## config.mk

```make
export PLATFORM = sky130hd
export DESIGN_NAME = bst_tap
export DESIGN_NICKNAME = d
export VERILOG_FILES = /design/src/hw/bst_tap.v
export VERILOG_INCLUDE_DIRS = /design/src /design/src/hw
export SDC_FILE = /design/constraint.sdc
export NUM_CORES = 1
export LEC_CHECK = 0
export ABC_CLOCK_PERIOD_IN_PS = 2100
export BUFFER_PORTS_ARGS = -buffer_cell sky130_fd_sc_hd__buf_2
export CORE_AREA = 4 4 98 100
export DETAILED_ROUTE_END_ITERATION = 10
export DIE_AREA = 0 0 102 104
export PLACE_DENSITY = 0.72
export SYNTH_ARGS = -nofsm -noshare
export SYNTH_HDL_FRONTEND = slang
export SYNTH_SLANG_ARGS = --single-unit
```

## constraint.sdc

```tcl
create_clock -name CLK -period 2.1 [get_ports CLK]
set_clock_uncertainty 0.15 [all_clocks]
set_input_delay 0.315 -clock CLK [delete_from_list [all_inputs] [get_ports CLK]]
set_output_delay 0.315 -clock CLK [all_outputs]
set_load 0.05 [all_outputs]
```

## src/hw/bst_consts.vh

```
`ifndef BST_CONSTS_VH
`define BST_CONSTS_VH
`define BST_IR_W 3
`define BST_OP_EXTEST 3'h0
`define BST_OP_SAMPLE 3'h1
`define BST_OP_IDCODE 3'h2
`define BST_OP_FLOAT 3'h3
`define BST_OP_CLAMP 3'h4
`define BST_OP_BYPASS 3'h7
`define BST_IR_CAPTURE 3'h1
`define BST_ST_RESET 4'h0
`define BST_ST_IDLE 4'h1
`define BST_ST_SEL_DR 4'h2
`define BST_ST_CAP_DR 4'h3
`define BST_ST_SH_DR 4'h4
`define BST_ST_EX1_DR 4'h5
`define BST_ST_PAU_DR 4'h6
`define BST_ST_EX2_DR 4'h7
`define BST_ST_UPD_DR 4'h8
`define BST_ST_SEL_IR 4'h9
`define BST_ST_CAP_IR 4'ha
`define BST_ST_SH_IR 4'hb
`define BST_ST_EX1_IR 4'hc
`define BST_ST_PAU_IR 4'hd
`define BST_ST_EX2_IR 4'he
`define BST_ST_UPD_IR 4'hf
`endif

```

## src/hw/bst_tap.v

```verilog
// What this block does
// [RQ1] A standard test port with all mandatory and listed optional codes.
// [RQ2] Code 111 puts a one-stage register between TDI and TDO.
// [RQ3] Code 000 drives the boundary update stage onto the output pins.
// [RQ4] Code 001 captures pin inputs and system outputs and allows preload.
// [RQ5] Code 010 shifts the identification register out on TDO.
// [RQ6] Code 011 floats every output and two-way pin.
// [RQ7] Pull-ups need not all be disabled while outputs float.
// [RQ8] Code 100 selects bypass and drives pins from the boundary register.
// [RQ9] Under code 100 the clamped pin values do not change while scanning.
// [RQ10] Display converter and USB pins have no boundary cells.
// [RQ11] The instruction is three bits, shifted least significant bit first.
// [RQ12] Codes 101 and 110 behave like bypass.
`timescale 1ns/100ps
`include "bst_consts.vh"
module bst_tap #(
  parameter NPIN = 8,
  parameter [31:0] IDCODE_VAL = 32'h00000001 // Arbitrary value.
) (
  CLK,
  RST,
  TCK,
  TMS,
  TDI,
  TRST_N,
  TDO,
  TDO_OE,
  SYS_OUT,
  SYS_OE,
  PIN_IN,
  PIN_OUT,
  PIN_OE,
  PULLUP_EN
);
  input wire CLK;
  input wire RST;
  input wire TCK;
  input wire TMS;
  input wire TDI;
  input wire TRST_N;
  output reg TDO;
  output reg TDO_OE;
  input wire [NPIN-1:0] SYS_OUT;
  input wire [NPIN-1:0] SYS_OE;
  input wire [NPIN-1:0] PIN_IN;
  output reg [NPIN-1:0] PIN_OUT;
  output reg [NPIN-1:0] PIN_OE;
  output wire PULLUP_EN;

  // ****************************************
  // Input synchronisers and test clock edges.
  // ****************************************
  reg [3:0] s1_q;
  reg [3:0] s2_q;
  reg tck_old_q;
  // Bit 0 test clock, 1 mode, 2 data in, 3 test reset (low active).
  always @(posedge CLK) begin
    if (RST) begin
      s1_q <= 4'h0;
      s2_q <= 4'h0;
      tck_old_q <= 1'b0;
    end else begin
      s1_q <= {TRST_N, TDI, TMS, TCK};
      s2_q <= s1_q;
      tck_old_q <= s2_q[0];
    end
  end
  wire tck_s = s2_q[0];
  wire tms_s = s2_q[1];
  wire tdi_s = s2_q[2];
  // The test reset acts only after both synchroniser stages.
  wire trst_s = ~s2_q[3];
  wire rise = tck_s & ~tck_old_q;
  wire fall = ~tck_s & tck_old_q;

  reg [NPIN-1:0] pin_s1_q;
  reg [NPIN-1:0] pin_s2_q;
  always @(posedge CLK) begin
    if (RST) begin
      pin_s1_q <= {NPIN{1'b0}};
      pin_s2_q <= {NPIN{1'b0}};
    end else begin
      pin_s1_q <= PIN_IN;
      pin_s2_q <= pin_s1_q;
    end
  end

  // ****************************************
  // Controller state machine.
  // ****************************************
  reg [3:0] st_q;
  reg [3:0] st_d;
  // Sixteen-state controller, stepped on each test clock rise.
  always @* begin
    case (st_q)
      `BST_ST_RESET: st_d = tms_s ? `BST_ST_RESET : `BST_ST_IDLE;
      `BST_ST_IDLE: st_d = tms_s ? `BST_ST_SEL_DR : `BST_ST_IDLE;
      `BST_ST_SEL_DR: st_d = tms_s ? `BST_ST_SEL_IR : `BST_ST_CAP_DR;
      `BST_ST_CAP_DR: st_d = tms_s ? `BST_ST_EX1_DR : `BST_ST_SH_DR;
      `BST_ST_SH_DR: st_d = tms_s ? `BST_ST_EX1_DR : `BST_ST_SH_DR;
      `BST_ST_EX1_DR: st_d = tms_s ? `BST_ST_UPD_DR : `BST_ST_PAU_DR;
      `BST_ST_PAU_DR: st_d = tms_s ? `BST_ST_EX2_DR : `BST_ST_PAU_DR;
      `BST_ST_EX2_DR: st_d = tms_s ? `BST_ST_UPD_DR : `BST_ST_SH_DR;
      `BST_ST_UPD_DR: st_d = tms_s ? `BST_ST_SEL_DR : `BST_ST_IDLE;
      `BST_ST_SEL_IR: st_d = tms_s ? `BST_ST_RESET : `BST_ST_CAP_IR;
      `BST_ST_CAP_IR: st_d = tms_s ? `BST_ST_EX1_IR : `BST_ST_SH_IR;
      `BST_ST_SH_IR: st_d = tms_s ? `BST_ST_EX1_IR : `BST_ST_SH_IR;
      `BST_ST_EX1_IR: st_d = tms_s ? `BST_ST_UPD_IR : `BST_ST_PAU_IR;
      `BST_ST_PAU_IR: st_d = tms_s ? `BST_ST_EX2_IR : `BST_ST_PAU_IR;
      `BST_ST_EX2_IR: st_d = tms_s ? `BST_ST_UPD_IR : `BST_ST_SH_IR;
      `BST_ST_UPD_IR: st_d = tms_s ? `BST_ST_SEL_DR : `BST_ST_IDLE;
      default: st_d = `BST_ST_RESET;
    endcase
  end

  // ****************************************
  // Instruction and data registers.
  // ****************************************
  reg [2:0] ir_sh_q;
  reg [2:0] ir_q;
  reg byp_q;
  reg [31:0] id_q;
  reg [2*NPIN-1:0] bsr_q;
  reg [2*NPIN-1:0] upd_q;

  // Instruction decode.
  wire sel_bsr = (ir_q == `BST_OP_EXTEST) | (ir_q == `BST_OP_SAMPLE);
  wire sel_id = (ir_q == `BST_OP_IDCODE);
  // Every other code, reserved ones included, selects the bypass stage.
  wire sel_byp = ~sel_bsr & ~sel_id; // [RQ2] [RQ8] [RQ12]
  wire drive_bsr = (ir_q == `BST_OP_EXTEST) | (ir_q == `BST_OP_CLAMP);
  wire float_all_outputs = (ir_q == `BST_OP_FLOAT);
  // A data cell takes the core value where driven, else the pin level.
  wire [NPIN-1:0] cap_data = (SYS_OE & SYS_OUT) | (~SYS_OE & pin_s2_q);

  always @(posedge CLK) begin
    if (RST | trst_s) begin
      st_q <= `BST_ST_RESET;
      ir_sh_q <= 3'h0;
      ir_q <= `BST_OP_IDCODE;
      byp_q <= 1'b0;
      id_q <= 32'h00000000;
      bsr_q <= {2*NPIN{1'b0}};
      upd_q <= {2*NPIN{1'b0}};
    end else if (rise) begin
      st_q <= st_d;
      case (st_q)
        `BST_ST_RESET: ir_q <= `BST_OP_IDCODE;
        `BST_ST_CAP_IR: ir_sh_q <= `BST_IR_CAPTURE;
        `BST_ST_SH_IR: ir_sh_q <= {tdi_s, ir_sh_q[2:1]}; // [RQ11]
        `BST_ST_UPD_IR: ir_q <= ir_sh_q; // [RQ1]
        `BST_ST_CAP_DR: begin
          byp_q <= 1'b0;
          id_q <= IDCODE_VAL;
          if (sel_bsr) begin
            bsr_q <= {SYS_OE, cap_data}; // [RQ4]
          end
        end
        `BST_ST_SH_DR: begin
          byp_q <= tdi_s; // [RQ2]
          id_q <= {tdi_s, id_q[31:1]}; // [RQ5]
          if (sel_bsr) begin
            bsr_q <= {tdi_s, bsr_q[2*NPIN-1:1]};
          end
        end
        `BST_ST_UPD_DR: begin
          // The update stage moves only under a boundary instruction.
          if (sel_bsr) begin
            upd_q <= bsr_q; // [RQ4] [RQ9]
          end
        end
        default: ir_q <= ir_q;
      endcase
    end
  end

  // ****************************************
  // Serial output, changing on the falling test clock.
  // ****************************************
  // The enable is loaded at each falling test clock from whether a shift state is current.
  wire sh_st = (st_q == `BST_ST_SH_DR) | (st_q == `BST_ST_SH_IR);
  always @(posedge CLK) begin
    if (RST | trst_s) begin
      TDO <= 1'b0;
      TDO_OE <= 1'b0;
    end else if (fall) begin
      TDO_OE <= sh_st;
      if (st_q == `BST_ST_SH_IR) begin
        TDO <= ir_sh_q[0];
      end else if (sel_id) begin
        TDO <= id_q[0]; // [RQ5]
      end else if (sel_bsr) begin
        TDO <= bsr_q[0];
      end else begin
        TDO <= byp_q; // [RQ2]
      end
    end
  end

  // ****************************************
  // Pin control; display and USB pins carry no cells.
  // ****************************************
  always @(posedge CLK) begin
    if (RST) begin
      PIN_OUT <= {NPIN{1'b0}};
      PIN_OE <= {NPIN{1'b0}};
    end else if (float_all_outputs) begin
      // A floated pin keeps the core value ready for when float ends.
      PIN_OUT <= SYS_OUT;
      PIN_OE <= {NPIN{1'b0}}; // [RQ6]
    end else if (drive_bsr) begin
      PIN_OUT <= upd_q[NPIN-1:0]; // [RQ3] [RQ8] [RQ9]
      PIN_OE <= upd_q[2*NPIN-1:NPIN];
    end else begin
      PIN_OUT <= SYS_OUT;
      PIN_OE <= SYS_OE;
    end
  end

  // Pull-ups stay on whatever the instruction.
  assign PULLUP_EN = 1'b1; // [RQ7] [RQ10]
endmodule

```

# Word level (Yosys, flattened, before mapping)
# Cells that the tools add are included.
[word_totals] reg_bits=118 out_inout_bits=19 wordCells=90
[op_classes] eq_ne=21 mux=26 bitwise_logic=13 n_reduce_logical=14
[ops] op="case mux 32 bit (2 select lines)" n=1
[ops] op="case mux 4 bit (12 select lines)" n=1
[ops] op="== test 4 bit, second input constant" n=8
[ops] op="2-to-1 mux 16 bit" n=2
[ops] op="case mux 16 bit (2 select lines)" n=1
[ops] op="2-to-1 mux 8 bit" n=3
[ops] op="AND 8 bit" n=2
[ops] op="== test 4 x 3 -> 1 bit, second input constant" n=4
[ops] op="2-to-1 mux 4 bit" n=4
[ops] op="case mux 3 bit (2 select lines)" n=2
[ops] op="== test 4 x 2 -> 1 bit, second input constant" n=2
[ops] op="NOT 8 bit" n=1
[ops] op="OR 8 bit" n=1
[ops] op="== test 3 x 2 -> 1 bit, second input constant" n=2
[ops] op="2-to-1 mux 1 bit" n=6
[ops] op="2-to-1 mux 2 bit" n=3
[ops] op="2-to-1 mux 3 bit" n=2
[ops] op="AND reduction 2 bit" n=3
[ops] op="nonzero test 2 bit" n=3
[ops] op="OR reduction 2 bit" n=3
[ops] op="== test 4 x 1 -> 1 bit, second input constant" n=1
[ops] op="logical NOT 4 bit" n=1
[ops] op="!= test 2 bit, second input constant" n=2
[ops] op="OR 1 bit" n=4
[ops] op="9 further kinds" n=12

# Logic depth before layout (Yosys ltp)
# Gate-level depths: netlist of run 1.
[logic_depth] depth_word=5 depth_mapped=7

# Worst setup path after synthesis of run 1
# No wires, ideal clock.
[synth_path] path_type="flip-flop to flip-flop" startpoint="register st_q[0]" endpoint="register bsr_q[3]" setup_time_ns=0.118 arrival_time_ns=1.615 slack_ns=0.217 path_stages_with_launch=7 path_buffers=2 path_cell_list="dfxtp_1 -> buf_2 -> or3b_1 -> a211oi_4 -> a21oi_2 -> buf_2 -> o2bb2ai_1"
[synth_between] elab_chain_len=3
[synth_lines] item="start: declaration" line_no="bst_tap.v:91" rtl="reg [3:0] st_q;"
[synth_lines] item="start signal: assignment" line_no="bst_tap.v:138" rtl="st_q <= `BST_ST_RESET;"
[synth_lines] item="start signal: assignment" line_no="bst_tap.v:146" rtl="st_q <= st_d;"
[synth_lines] item="== test 4 x 2 -> 1 bit / == test 4 x 3 -> 1 bit (equally long branches)" line_no="bst_tap.v:147" rtl="case (st_q)"
[synth_lines] item="!= test 2 bit (no source line) / nonzero test 2 bit (equally long branches)"
[synth_lines] item="AND reduction 4 bit (no source line)"
[synth_lines] item="end signal: assignment" line_no="bst_tap.v:143" rtl="bsr_q <= {2*NPIN{1'b0}};"
[synth_lines] item="end signal: assignment" line_no="bst_tap.v:156" rtl="bsr_q <= {SYS_OE, cap_data};"
[synth_lines] item="end signal: assignment" line_no="bst_tap.v:163" rtl="bsr_q <= {tdi_s, bsr_q[2*NPIN-1:1]};"
[synth_lines] item="end: declaration" line_no="bst_tap.v:123" rtl="reg [2*NPIN-1:0] bsr_q;"
# Parallel ways exist; a longest one is shown, timed or not.
# A chain may end at the register's enable or synchronous reset.

# Final worst setup path of run 1
[layout_path] startpoint="register st_q[2]" endpoint="register bsr_q[12]"
# Same word-level chain as after synthesis.

==> summary.txt, run 1 <==
Finish
  – Final Util: 0.630
  – Fin nets: 577
  – Area Growth Syn to Fin: 27.5%
  – Register Area: 2340 sq um
  – # diodes: 0
  – Most frequent cells in the layout: 117 x dfxtp_1, 102 x nand2_1, 50 x a21oi_1
  – Layout cells sized above 1: 0.175
  – Fillcell total: 728
  – Commonest non-fill, non-tap cell in the layout: dfxtp_1
  – Footprint of the multi-input gates: 1790 sq um

Place
  – Placer congestion estimate: 0.823
  – Post-DP HPWL: 5910 um
  – Pre-CTS WS: 0.206 ns
  – Port buffer count: 47

Global route
  – First-pass GRT wire length: 16400 um
  – Pin count of the biggest net entering global routing: 35
  – Antenna violations before repair: 0
  – All-Layer GR Usage: 0.196
  – Grt ovf: 0
  – Number of global-route vias before repair: 3437

Timing
  – FMAX: 522 MHz
  – Unrepaired setup endpoints after global routing: false
  – Setup TNS: 0 ns
  – Final hold violations: 0
  – Period utilisation layout: 0.913
  – Post-route minimum period: 1.92 ns
  – Slew HR: 0.496
  – Slew Viols, Final: 0
  – Setup slack after layout: 0.183 ns
  – Worst Tran Pin Value: 0.756 ns
  – Final Setup Violations: 0
  – Hold Slack: 0.0268 ns

Setup path
  – Crit path from: st_q[2]
  – Worst setup EP type: register
  – Worst EP arrival: 2.21 ns
  – CP required: 2.39 ns
  – R2R depth: 4
  – Reg2reg setup slack: 0.18 ns
  – Slowest CP cell: dfxtp_1
  – Worst R2R Start: st_q[2]
  – Worst setup SP type: register
  – CP Class: register to register
  – CP Cell Sequence: or3b_1 > a211oi_4 > nand3_2 > o2bb2ai_1
  – Critical Path Sink: bsr_q[12]
  – Stages on worst setup path: 4
  – FF-to-FF End: bsr_q[12]
  – Buffers & Inverters on Critical Path: 0
  – Critical path's largest stage delay: 0.41 ns
  – CP top delay family: simple AND/OR/NAND/NOR gates
  – CP Max Fanout: 16

Logic synthesis
  – Sequential share of the synthesized area: 0.547
  – Unique cell type count in the Yosys netlist: 45
  – Syn Inst Count: 476
  – Synth Warn #: 0
  – Synth Cell Area: 4290 sq um
  – Flops & latches, synth: 117
  – Net Count, Synth: 506
  – Post-Syn Area per Cell: 9.00 sq um

Floorplanning
  – Core box area: 8680 sq um
  – Core Rows: 34
  – Die W: 102 um
  – Top-Level Pins: 49
  – Die area: 10600 sq um
  – Die Y: 104 um
  – Starting density of the core: 0.494

Drt
  – Iter 0 DRT Violations: 227
  – Routed Antenna Nets: 0
  – Vias: 3573
  – Routed len/inst: 14.4 um
  – Vias/cell: 5.35
  – DRT Pass-1 Iters: 6
  – Drc violations: 0
  – WL final: 9650 um

Run
  – Max cap viols: 0

Run status
  – Status: completed

Clocking
  – Post-cts sizing count: 0
  – Clock Tree Buf Depth: 2
  – CTS tree: yes
  – Clk slew on worst S/H paths: 0.06 ns
  – TritonCTS buffer count: 17
  – Root buffer cell: clkbuf_8
  – H-tree depth: 4
  – Clk sinks: 117
  – Worst-Skew Late Latency: 0.52 ns

Worst hold path
  – HP Class: input pin to register

Pwr
  – Pwr dens: 947 nW/um^2
  – IR Drop Worst-Case VDD: 0.000551 V
  – Leakage power: 2.07 nW
how the worst min path moves through the flow:
stage,startpoint,to,slack (ns),depth (start not counted)
after global placement,pin_s1_q[5],pin_s2_q[5],0.27,1
after CTS,RST,st_q[0],0.001,4
final,RST,st_q[0],0.03,4
after floorplan,RST,pin_s1_q[7],0.24,1
after global routing,RST,st_q[0],0.04,4
after detailed placement,s1_q[1],s2_q[1],0.27,1
timing repair:
item,in CTS,in global routing
hold buffers,28,0
setup buffers,0,0
endpoints found under the hold margin,34,0
metal layers:
layer	routed length (um)	up-vias	share of wire	GRT usage
met5	0	-	0	0
met4	208	0	0.022	0.0825
met3	581	19	0.060	0.0584
met2	4510	124	0.47	0.294
met1	4350	1642	0.45	0.259
li1	-	1788	-	-
power by group:
part	internal [mW]	leakage (nW)	total (mW)	switching (mW)
sequential	2.26	0.952	2.27	0.0138
combinational	0.107	0.842	0.258	0.151
clock	1.61	0.273	2.65	1.03
registers in the layout (all words and copies together) (netlist names):
name / count
ir_sh_q: 3
bsr_q: 16
ir_q: 3
st_q: 4
pin_s1_q: 8
TDO: 1
id_q: 31
PIN_OE: 8
s2_q: 4
pin_s2_q: 8
TDO_OE: 1
tck_old_q: 1
byp_q: 1
PIN_OUT: 8
s1_q: 4
upd_q: 16
through the flow:
step | cell area [sq um] | power, mW | instances
global placement | 4630 | 2.53 | 608
detailed placement | 4630 | 2.54 | 608
global route | 5470 | 5.36 | 668
finish | 5470 | 5.18 | 668
floorplan | 4290 | 2.46 | 476
CTS | 5470 | 5.21 | 668
final cells by class:
type                            instances  share of cell area
Clock inverter                         13              0.0224
Sequential cell                       117               0.429
Tap cell                              108              0.0247
Inverter                                4             0.00275
Timing Repair Buffer                   89               0.116
Multi-Input combinational cell        318               0.327
Clock buffer                           19              0.0790
synthesized netlist by cell type:
| library cell | instances | share of area |
|---|---|---|
| o21bai_1 | 2 | 0.0035 |
| and4b_1 | 1 | 0.0023 |
| nor4b_2 | 1 | 0.0035 |
| nor3b_1 | 1 | 0.0018 |
| a21oi_1 | 50 | 0.058 |
| xnor2_1 | 2 | 0.0041 |
| o2bb2ai_1 | 16 | 0.033 |
| o221ai_1 | 1 | 0.0020 |
| buf_4 | 2 | 0.0035 |
| nor4_1 | 1 | 0.0015 |
| a221oi_1 | 1 | 0.0020 |
| a32oi_1 | 1 | 0.0020 |
| and3_1 | 1 | 0.0015 |
| nor2_1 | 21 | 0.018 |
| nor2b_1 | 30 | 0.044 |
| a2111oi_0 | 2 | 0.0041 |
| a22o_1 | 2 | 0.0041 |
| a311oi_1 | 1 | 0.0020 |
| buf_2 | 6 | 0.0070 |
| o22ai_1 | 32 | 0.047 |
| and4_1 | 1 | 0.0020 |
| or3b_1 | 1 | 0.0020 |
| or2_2 | 1 | 0.0015 |
| nand3_2 | 1 | 0.0023 |
| a31oi_1 | 2 | 0.0029 |
| nor3_1 | 8 | 0.0093 |
| o21ai_0 | 4 | 0.0047 |
| nand3b_1 | 1 | 0.0018 |
| buf_1 | 2 | 0.0018 |
| conb_1 | 1 | 0.00088 |
| or4_1 | 1 | 0.0018 |
| dfxtp_1 | 117 | 0.55 |
| nand3_1 | 2 | 0.0023 |
| or3_1 | 1 | 0.0015 |
| clkbuf_1 | 27 | 0.024 |
| a211oi_1 | 1 | 0.0018 |
| o41ai_1 | 1 | 0.0020 |
| nand2b_1 | 3 | 0.0044 |
| nand4b_1 | 1 | 0.0020 |
| inv_1 | 4 | 0.0035 |
| mux2i_1 | 16 | 0.037 |
| a211oi_4 | 1 | 0.0047 |
| nand2_1 | 102 | 0.089 |
| a21oi_2 | 1 | 0.0020 |
| nand4_1 | 2 | 0.0029 |
cell families after synthesis:
logic type	Yosys count	share of synthesized area
xor+xnor	2	0.00409
simple gates	181	0.196
mux	16	0.0374
other cells	1	0.000875
compound gates	118	0.176
flops	117	0.547
buf+inv	41	0.0394
worst register-to-register path: cells and delay by family, from the launching register on:
family | cells | cell delay (ns)
flip-flops | 1 | 0.41
AO/OA/AOI/OAI | 2 | 0.54
AND/OR/NAND/NOR | 2 | 0.76
(Power assumes the default switching activity.)
==> inputs of run 2 (changes only) <==
Settings changed: ABC_CLOCK_PERIOD_IN_PS 2100 to 1710, PLACE_DENSITY 0.72 to 0.74.
Clock period 2.1 ns to 1.71 ns, I/O delays scaled along.
==> run 2 against run 1 <==
Net effect:
- the flow now finishes with violations (negative setup slack)
- cell area up 8.7%
- critical path depth increased by 2
- clock power up 35%
- cell count is 3.4% higher
==> summary.txt, run 2 (synthesis gave the netlist of run 1 again) <==
Setup path
  – Worst EP arrival: 2.03 ns
  – CP required: 1.95 ns
  – FF-to-FF End: bsr_q[11]
  – CP Class: register to register
  – Slowest CP cell: or3b_4
  – Critical path's largest stage delay: 0.39 ns
  – Worst R2R Start: st_q[2]
  – Reg2reg setup slack: -0.08 ns
  – CP most frequent cell: buf_6
  – CP Cell Sequence: or3b_4 > a211oi_4 > buf_6 > buf_6 > a21oi_4 > o2bb2ai_2
  – CP Max Fanout: 8
  – Worst setup EP type: register
  – R2R depth: 6
  – Worst setup SP type: register

Global route
  – Antenna violations before repair: 0
  – Grt ovf: 0
  – Number of global-route vias before repair: 3856
  – First-pass GRT wire length: 18400 um
  – Pin count of the biggest net entering global routing: 35
  – All-Layer GR Usage: 0.218

Timing
  – Unrepaired setup endpoints after global routing: true
  – Period utilisation layout: 1.05
  – Setup slack after layout: -0.0809 ns
  – FMAX: 558 MHz
  – Final hold violations: 0
  – Setup TNS: -1.37 ns
  – Slew Viols, Final: 0
  – Final Setup Violations: 45
  – Post-route minimum period: 1.79 ns

Finish
  – Footprint of the multi-input gates: 1910 sq um
  – Most frequent cells in the layout: 115 x dfxtp_1, 102 x nand2_1, 49 x a21oi_1
  – Top flop regs: id_q: 31 flops, bsr_q: 16 flops, upd_q: 16 flops
  – Final Util: 0.684
  – Area Growth Syn to Fin: 38.6%
  – Register Area: 2340 sq um
  – Reg with most FFs: id_q
  – Commonest non-fill, non-tap cell in the layout: dfxtp_1
  – Layout cells sized above 1: 0.238
  – Max FFs per register: 31
  – # diodes: 0
  – Final Non-Filler Cells: 691
  – Fin nets: 600
  – Fillcell total: 631

Place
  – Pre-CTS WS: -0.0640 ns
  – Placer congestion estimate: 0.820
  – Port buffer count: 47
  – Post-DP HPWL: 6400 um
  – Placed cells: 623

Floorplanning
  – Starting density of the core: 0.494
  – Core Rows: 34
  – Die Y: 104 um
  – Core box area: 8680 sq um
  – Die W: 102 um
  – Die area: 10600 sq um
  – Top-Level Pins: 49

Drt
  – Iter 0 DRT Violations: 253
  – DRT Pass-1 Iters: 5
  – Routed len/inst: 16.7 um
  – Routed Antenna Nets: 0
  – Vias: 3860
  – Vias/cell: 5.59
  – Drc violations: 0
  – WL final: 11500 um

Clocking
  – Worst-Skew Late Latency: 0.52 ns
  – Clk sinks: 117
  – Clk slew on worst S/H paths: 0.06 ns
  – CTS tree: yes
  – Clock Tree Buf Depth: 2
  – Root buffer cell: clkbuf_8
  – TritonCTS buffer count: 17
  – H-tree depth: 4

Worst hold path
  – Worst Hold Path Cells: 3
  – Worst hold path startpoint: RST
  – HP Class: input pin to register
  – Endpoint of the worst hold path: pin_s1_q[7]

Run status
  – Failing checks: negative setup slack
  – Status: complete, but fails checks

Run
  – Max cap viols: 0

Pwr
  – IR Drop Worst-Case VDD: 0.000944 V
  – Pwr dens: 1130 nW/um^2
  – Leakage power: 2.27 nW
## run 2: changes by cell type in the layout (fill, tap and decap cells not counted), sizes merged
cell / change
clkinv: -3
a21oi: +1
buf: +21
clkinvlp: +2
bufinv: +2
## run 2: cell type report
| class | count | share of cell area |
|---|---|---|
| sequential | 117 | 0.395 |
| multi-input combinational | 319 | 0.322 |
| timing repair buffer | 111 | 0.158 |
| clock buffer | 18 | 0.0704 |
| clock inverter | 14 | 0.0295 |
| tap | 108 | 0.0228 |
| inverter | 4 | 0.00253 |
## run 2: critical path: cells and delay by family (launching register included)
family                 cells  cell delay [ns]
flip-flops                 1             0.34
buffers and inverters      2             0.27
AND/OR/NAND/NOR            1             0.39
AO/OA/AOI/OAI              3             0.53
## run 2: report_power, final
| group | internal [mW] | leakage [nW] | switching, mW | total, mW |
|---|---|---|---|---|
| clock network | 2.23 | 0.283 | 1.34 | 3.57 |
| logic | 0.139 | 1.04 | 0.201 | 0.340 |
| registers | 2.77 | 0.953 | 0.0175 | 2.79 |
## run 2: worst max-delay path by stage
stage,start,to,slack [ns],depth (start not counted)
2_1_floorplan,st_q[2],bsr_q[0],-0.14,6
3_3_place_gp,st_q[2],id_q[3],-0.004,5
3_5_place_dp,st_q[2],id_q[22],-0.06,5
4_1_cts,st_q[2],bsr_q[4],-0.03,6
5_1_grt,st_q[2],bsr_q[4],-0.12,6
6_report,st_q[2],bsr_q[11],-0.08,6
## run 2: what timing repair did
| item | 4_1_cts | 5_1_grt |
|---|---|---|
| hold buffers | 28 | 0 |
| resized for setup | 18 | 12 |
| setup endpoints to repair | 45 | 56 |
| gates cloned | 3 | 1 |
| pin swaps | 7 | 3 |
| endpoints found under the hold margin | 36 | 0 |
| buffers inserted | 4 | 0 |
## run 2: metal layers
layer	track usage	vias up	wire, um
li1	-	1850	-
met1	0.269	1818	4720
met2	0.348	155	5700
met3	0.0617	37	770
met4	0.100	0	335
met5	0	-	0
## run 2: per-stage QoR
stage / cell area [sq um] / power [mW] / hold WS (ns)
2_1_floorplan: 4330 / 3.02 / 0.178
3_3_place_gp: 4800 / 3.12 / 0.268
3_5_place_dp: 4800 / 3.13 / 0.270
4_1_cts: 5850 / 6.70 / 0.00660
5_1_grt: 5940 / 6.89 / 0.0215
6_report: 5940 / 6.70 / 0.0274
==> inputs of run 3 (changes only) <==
Settings changed: ABC_AREA set to 1, CORE_AREA 4 4 98 100 to 4 4 101 103, DIE_AREA 0 0 102 104 to 0 0 105 107.
==> run 3 against run 2 <==
Net effect:
- the run now ends clean
- synthesized area grew 6.3%
- count of clock-buffer cells in the layout grew 2
- largest power group unchanged
- register-to-register slack better by 0.16 ns
==> summary.txt, run 3 <==
Run status
  – Status: completed

Logic synthesis
  – Number of synthesized flops with an enable pin: 0
  – Synth Cell Area: 4550 sq um
  – Flops & latches, synth: 117
  – Unique cell type count in the Yosys netlist: 29
  – Sequential share of the synthesized area: 0.514
  – Net Count, Synth: 640
  – Post-synth top area share: 0.514
  – Fraction of registers with async set/reset: 0
  – Cell taking the most area after synthesis: dfxtp_1
  – Post-synth top cells: 144 x nand2_1, 117 x dfxtp_1, 79 x a21oi_1, 67 x inv_1, 59 x nor2_1
  – Synth Warn #: 0
  – Post-Syn Area per Cell: 7.47 sq um
  – Syn Inst Count: 610
  – Most frequent cell after synthesis: nand2_1
  – Synth area leaders: dfxtp_1 51%, nand2_1 12%, a21oi_1 8.7%, o21ai_0 6.3%, inv_1 5.5%
  – Predominant post-synthesis flop cell: dfxtp_1

Drt
  – Vias: 4169
  – Iter 0 DRT Violations: 312
  – Routed len/inst: 13.2 um
  – Vias/cell: 5.09
  – Routed Antenna Nets: 0
  – DRT Pass-1 Iters: 5
  – WL final: 10800 um
  – Drc violations: 0

Setup path
  – Worst setup SP type: register
  – CP Max Fanout: 8
  – CP required: 1.99 ns
  – Worst EP arrival: 1.92 ns
  – Worst setup EP type: register
  – Critical path's largest stage delay: 0.34 ns
  – CP Class: register to register
  – Slowest CP cell: dfxtp_1
  – Reg2reg setup slack: 0.08 ns
  – CP Cell Sequence: inv_1 > nor2_2 > buf_4 > nand2_1 > nor2_4 > clkbuf_16 > o21ai_0 > a21oi_1

Finish
  – Cell area after layout: 5940 sq um
  – Layout cells sized above 1: 0.175
  – Final Util: 0.646
  – Most frequent cells in the layout: 143 x nand2_1, 116 x dfxtp_1, 78 x a21oi_1
  – Area Growth Syn to Fin: 30.5%
  – Top flop regs: id_q: 31 flops, bsr_q: 16 flops, upd_q: 16 flops
  – # diodes: 0
  – Footprint of the multi-input gates: 1800 sq um
  – Max FFs per register: 31
  – Fillcell total: 752
  – Fin nets: 728
  – Register Area: 2350 sq um
  – Commonest non-fill, non-tap cell in the layout: nand2_1
  – Reg with most FFs: id_q

Worst hold path
  – HP Class: input pin to register

Global route
  – First-pass GRT wire length: 17900 um
  – Pin count of the biggest net entering global routing: 43
  – Grt ovf: 0
  – All-Layer GR Usage: 0.196
  – Number of global-route vias before repair: 3882
  – Antenna violations before repair: 0

Floorplanning
  – Core box area: 9200 sq um
  – Top-Level Pins: 49
  – Die W: 105 um
  – Die area: 11200 sq um
  – Core Rows: 35
  – Starting density of the core: 0.495
  – Die Y: 107 um

Pwr
  – Pwr dens: 1100 nW/um^2
  – Leakage power: 2.43 nW
  – IR Drop Worst-Case VDD: 0.000683 V

Timing
  – Slew HR: 0.623
  – Period utilisation layout: 0.954
  – Final Setup Violations: 0
  – Hold Slack: 0.0580 ns
  – Final hold violations: 0
  – Worst Tran Pin Value: 0.565 ns
  – FMAX: 613 MHz
  – Setup TNS: 0 ns
  – Post-route minimum period: 1.63 ns
  – Slew Viols, Final: 0

Clocking
  – Worst-Skew Late Latency: 0.51 ns
  – H-tree depth: 4
  – TritonCTS buffer count: 17
  – Root buffer cell: clkbuf_8
  – CTS tree: yes
  – Clk slew on worst S/H paths: 0.05 ns
  – Clk sinks: 117
  – Clock Tree Buf Depth: 2

Place
  – Port buffer count: 47
  – Placer congestion estimate: 0.861
  – Placed inst area: 4970 sq um
  – Post-DP HPWL: 6460 um

Run
  – Max cap viols: 0
-- run 3: cell types whose count changed after synthesis, moves of 17 or more --
| cell | change |
|---|---|
| inv_1 | +63 |
| o21ai_0 | +53 |
| nand2_1 | +42 |
| nor2_1 | +38 |
| o22ai_1 | -32 |
| nor2b_1 | -30 |
| a21oi_1 | +29 |
| clkbuf_1 | -17 |
-- run 3: metal layers --
layer  up-vias  GRT usage  routed length, um
met3        22     0.0470                825
met1      1869      0.251               4630
met2       167      0.316               5170
met5         -          0                  0
met4         0     0.0881                216
li1       2111          -                  -
-- run 3: kinds of logic after synthesis --
logic type | count (synthesis) | synth area share
AO/OA/AOI/OAI | 161 | 0.189
AND/OR/NAND/NOR | 229 | 0.201
buffers and inverters | 102 | 0.0945
other | 1 | 0.000823
flip-flops | 117 | 0.514
-- run 3: cell type report --
class	instances	share of cell area
Sequential cell	117	0.395
Multi-Input combinational cell	391	0.303
Timing Repair Buffer	100	0.137
Clock buffer	20	0.0749
Inverter	71	0.0453
Tap cell	111	0.0234
Clock inverter	9	0.0219
-- run 3: worst max-delay path, delay by kind of cell, from the launching register on --
family	cells	cell delay (ns)
DFF	1	0.34
AOI/OAI and AO/OA	2	0.20
and+or+nand+nor	3	0.44
buffers and inverters	3	0.43
-- run 3: where the power goes --
part           leakage (nW)  switching, mW  internal, mW
clock network         0.271           1.17          2.26
registers             0.953         0.0151          2.77
logic                  1.21          0.203         0.130
total                  2.43           1.38          5.17
-- run 3: per-stage QoR --
| step | total power, mW | setup WS (ns) | cells |
|---|---|---|---|
| floorplan | 3.02 | 0.136 | 610 |
| detailed placement | 3.12 | 0.0473 | 755 |
| CTS | 6.59 | 0.0234 | 812 |
| finish | 6.55 | 0.0782 | 819 |
| global placement | 3.12 | 0.0974 | 755 |
| global route | 6.75 | -0.0438 | 819 |
-- run 3: timing repair --
action | 4_1_cts | 5_1_grt
hold buffers | 28 | 0
endpoints found under the setup margin | 1 | 22
gates resized for setup | 1 | 8
hold endpoints to repair | 28 | 0
setup buffers | 0 | 5
gates cloned | 0 | 2
pin swaps | 0 | 5
-- run 3: worst paths after layout --
check / to / from / cells past startpoint
setup reg to reg: upd_q[0] / s2_q[0] / 8
hold reg to reg: pin_s2_q[5] / pin_s1_q[5] / 2
setup / recovery: upd_q[0] / s2_q[0] / 8
hold / removal: pin_s1_q[5] / RST / 3
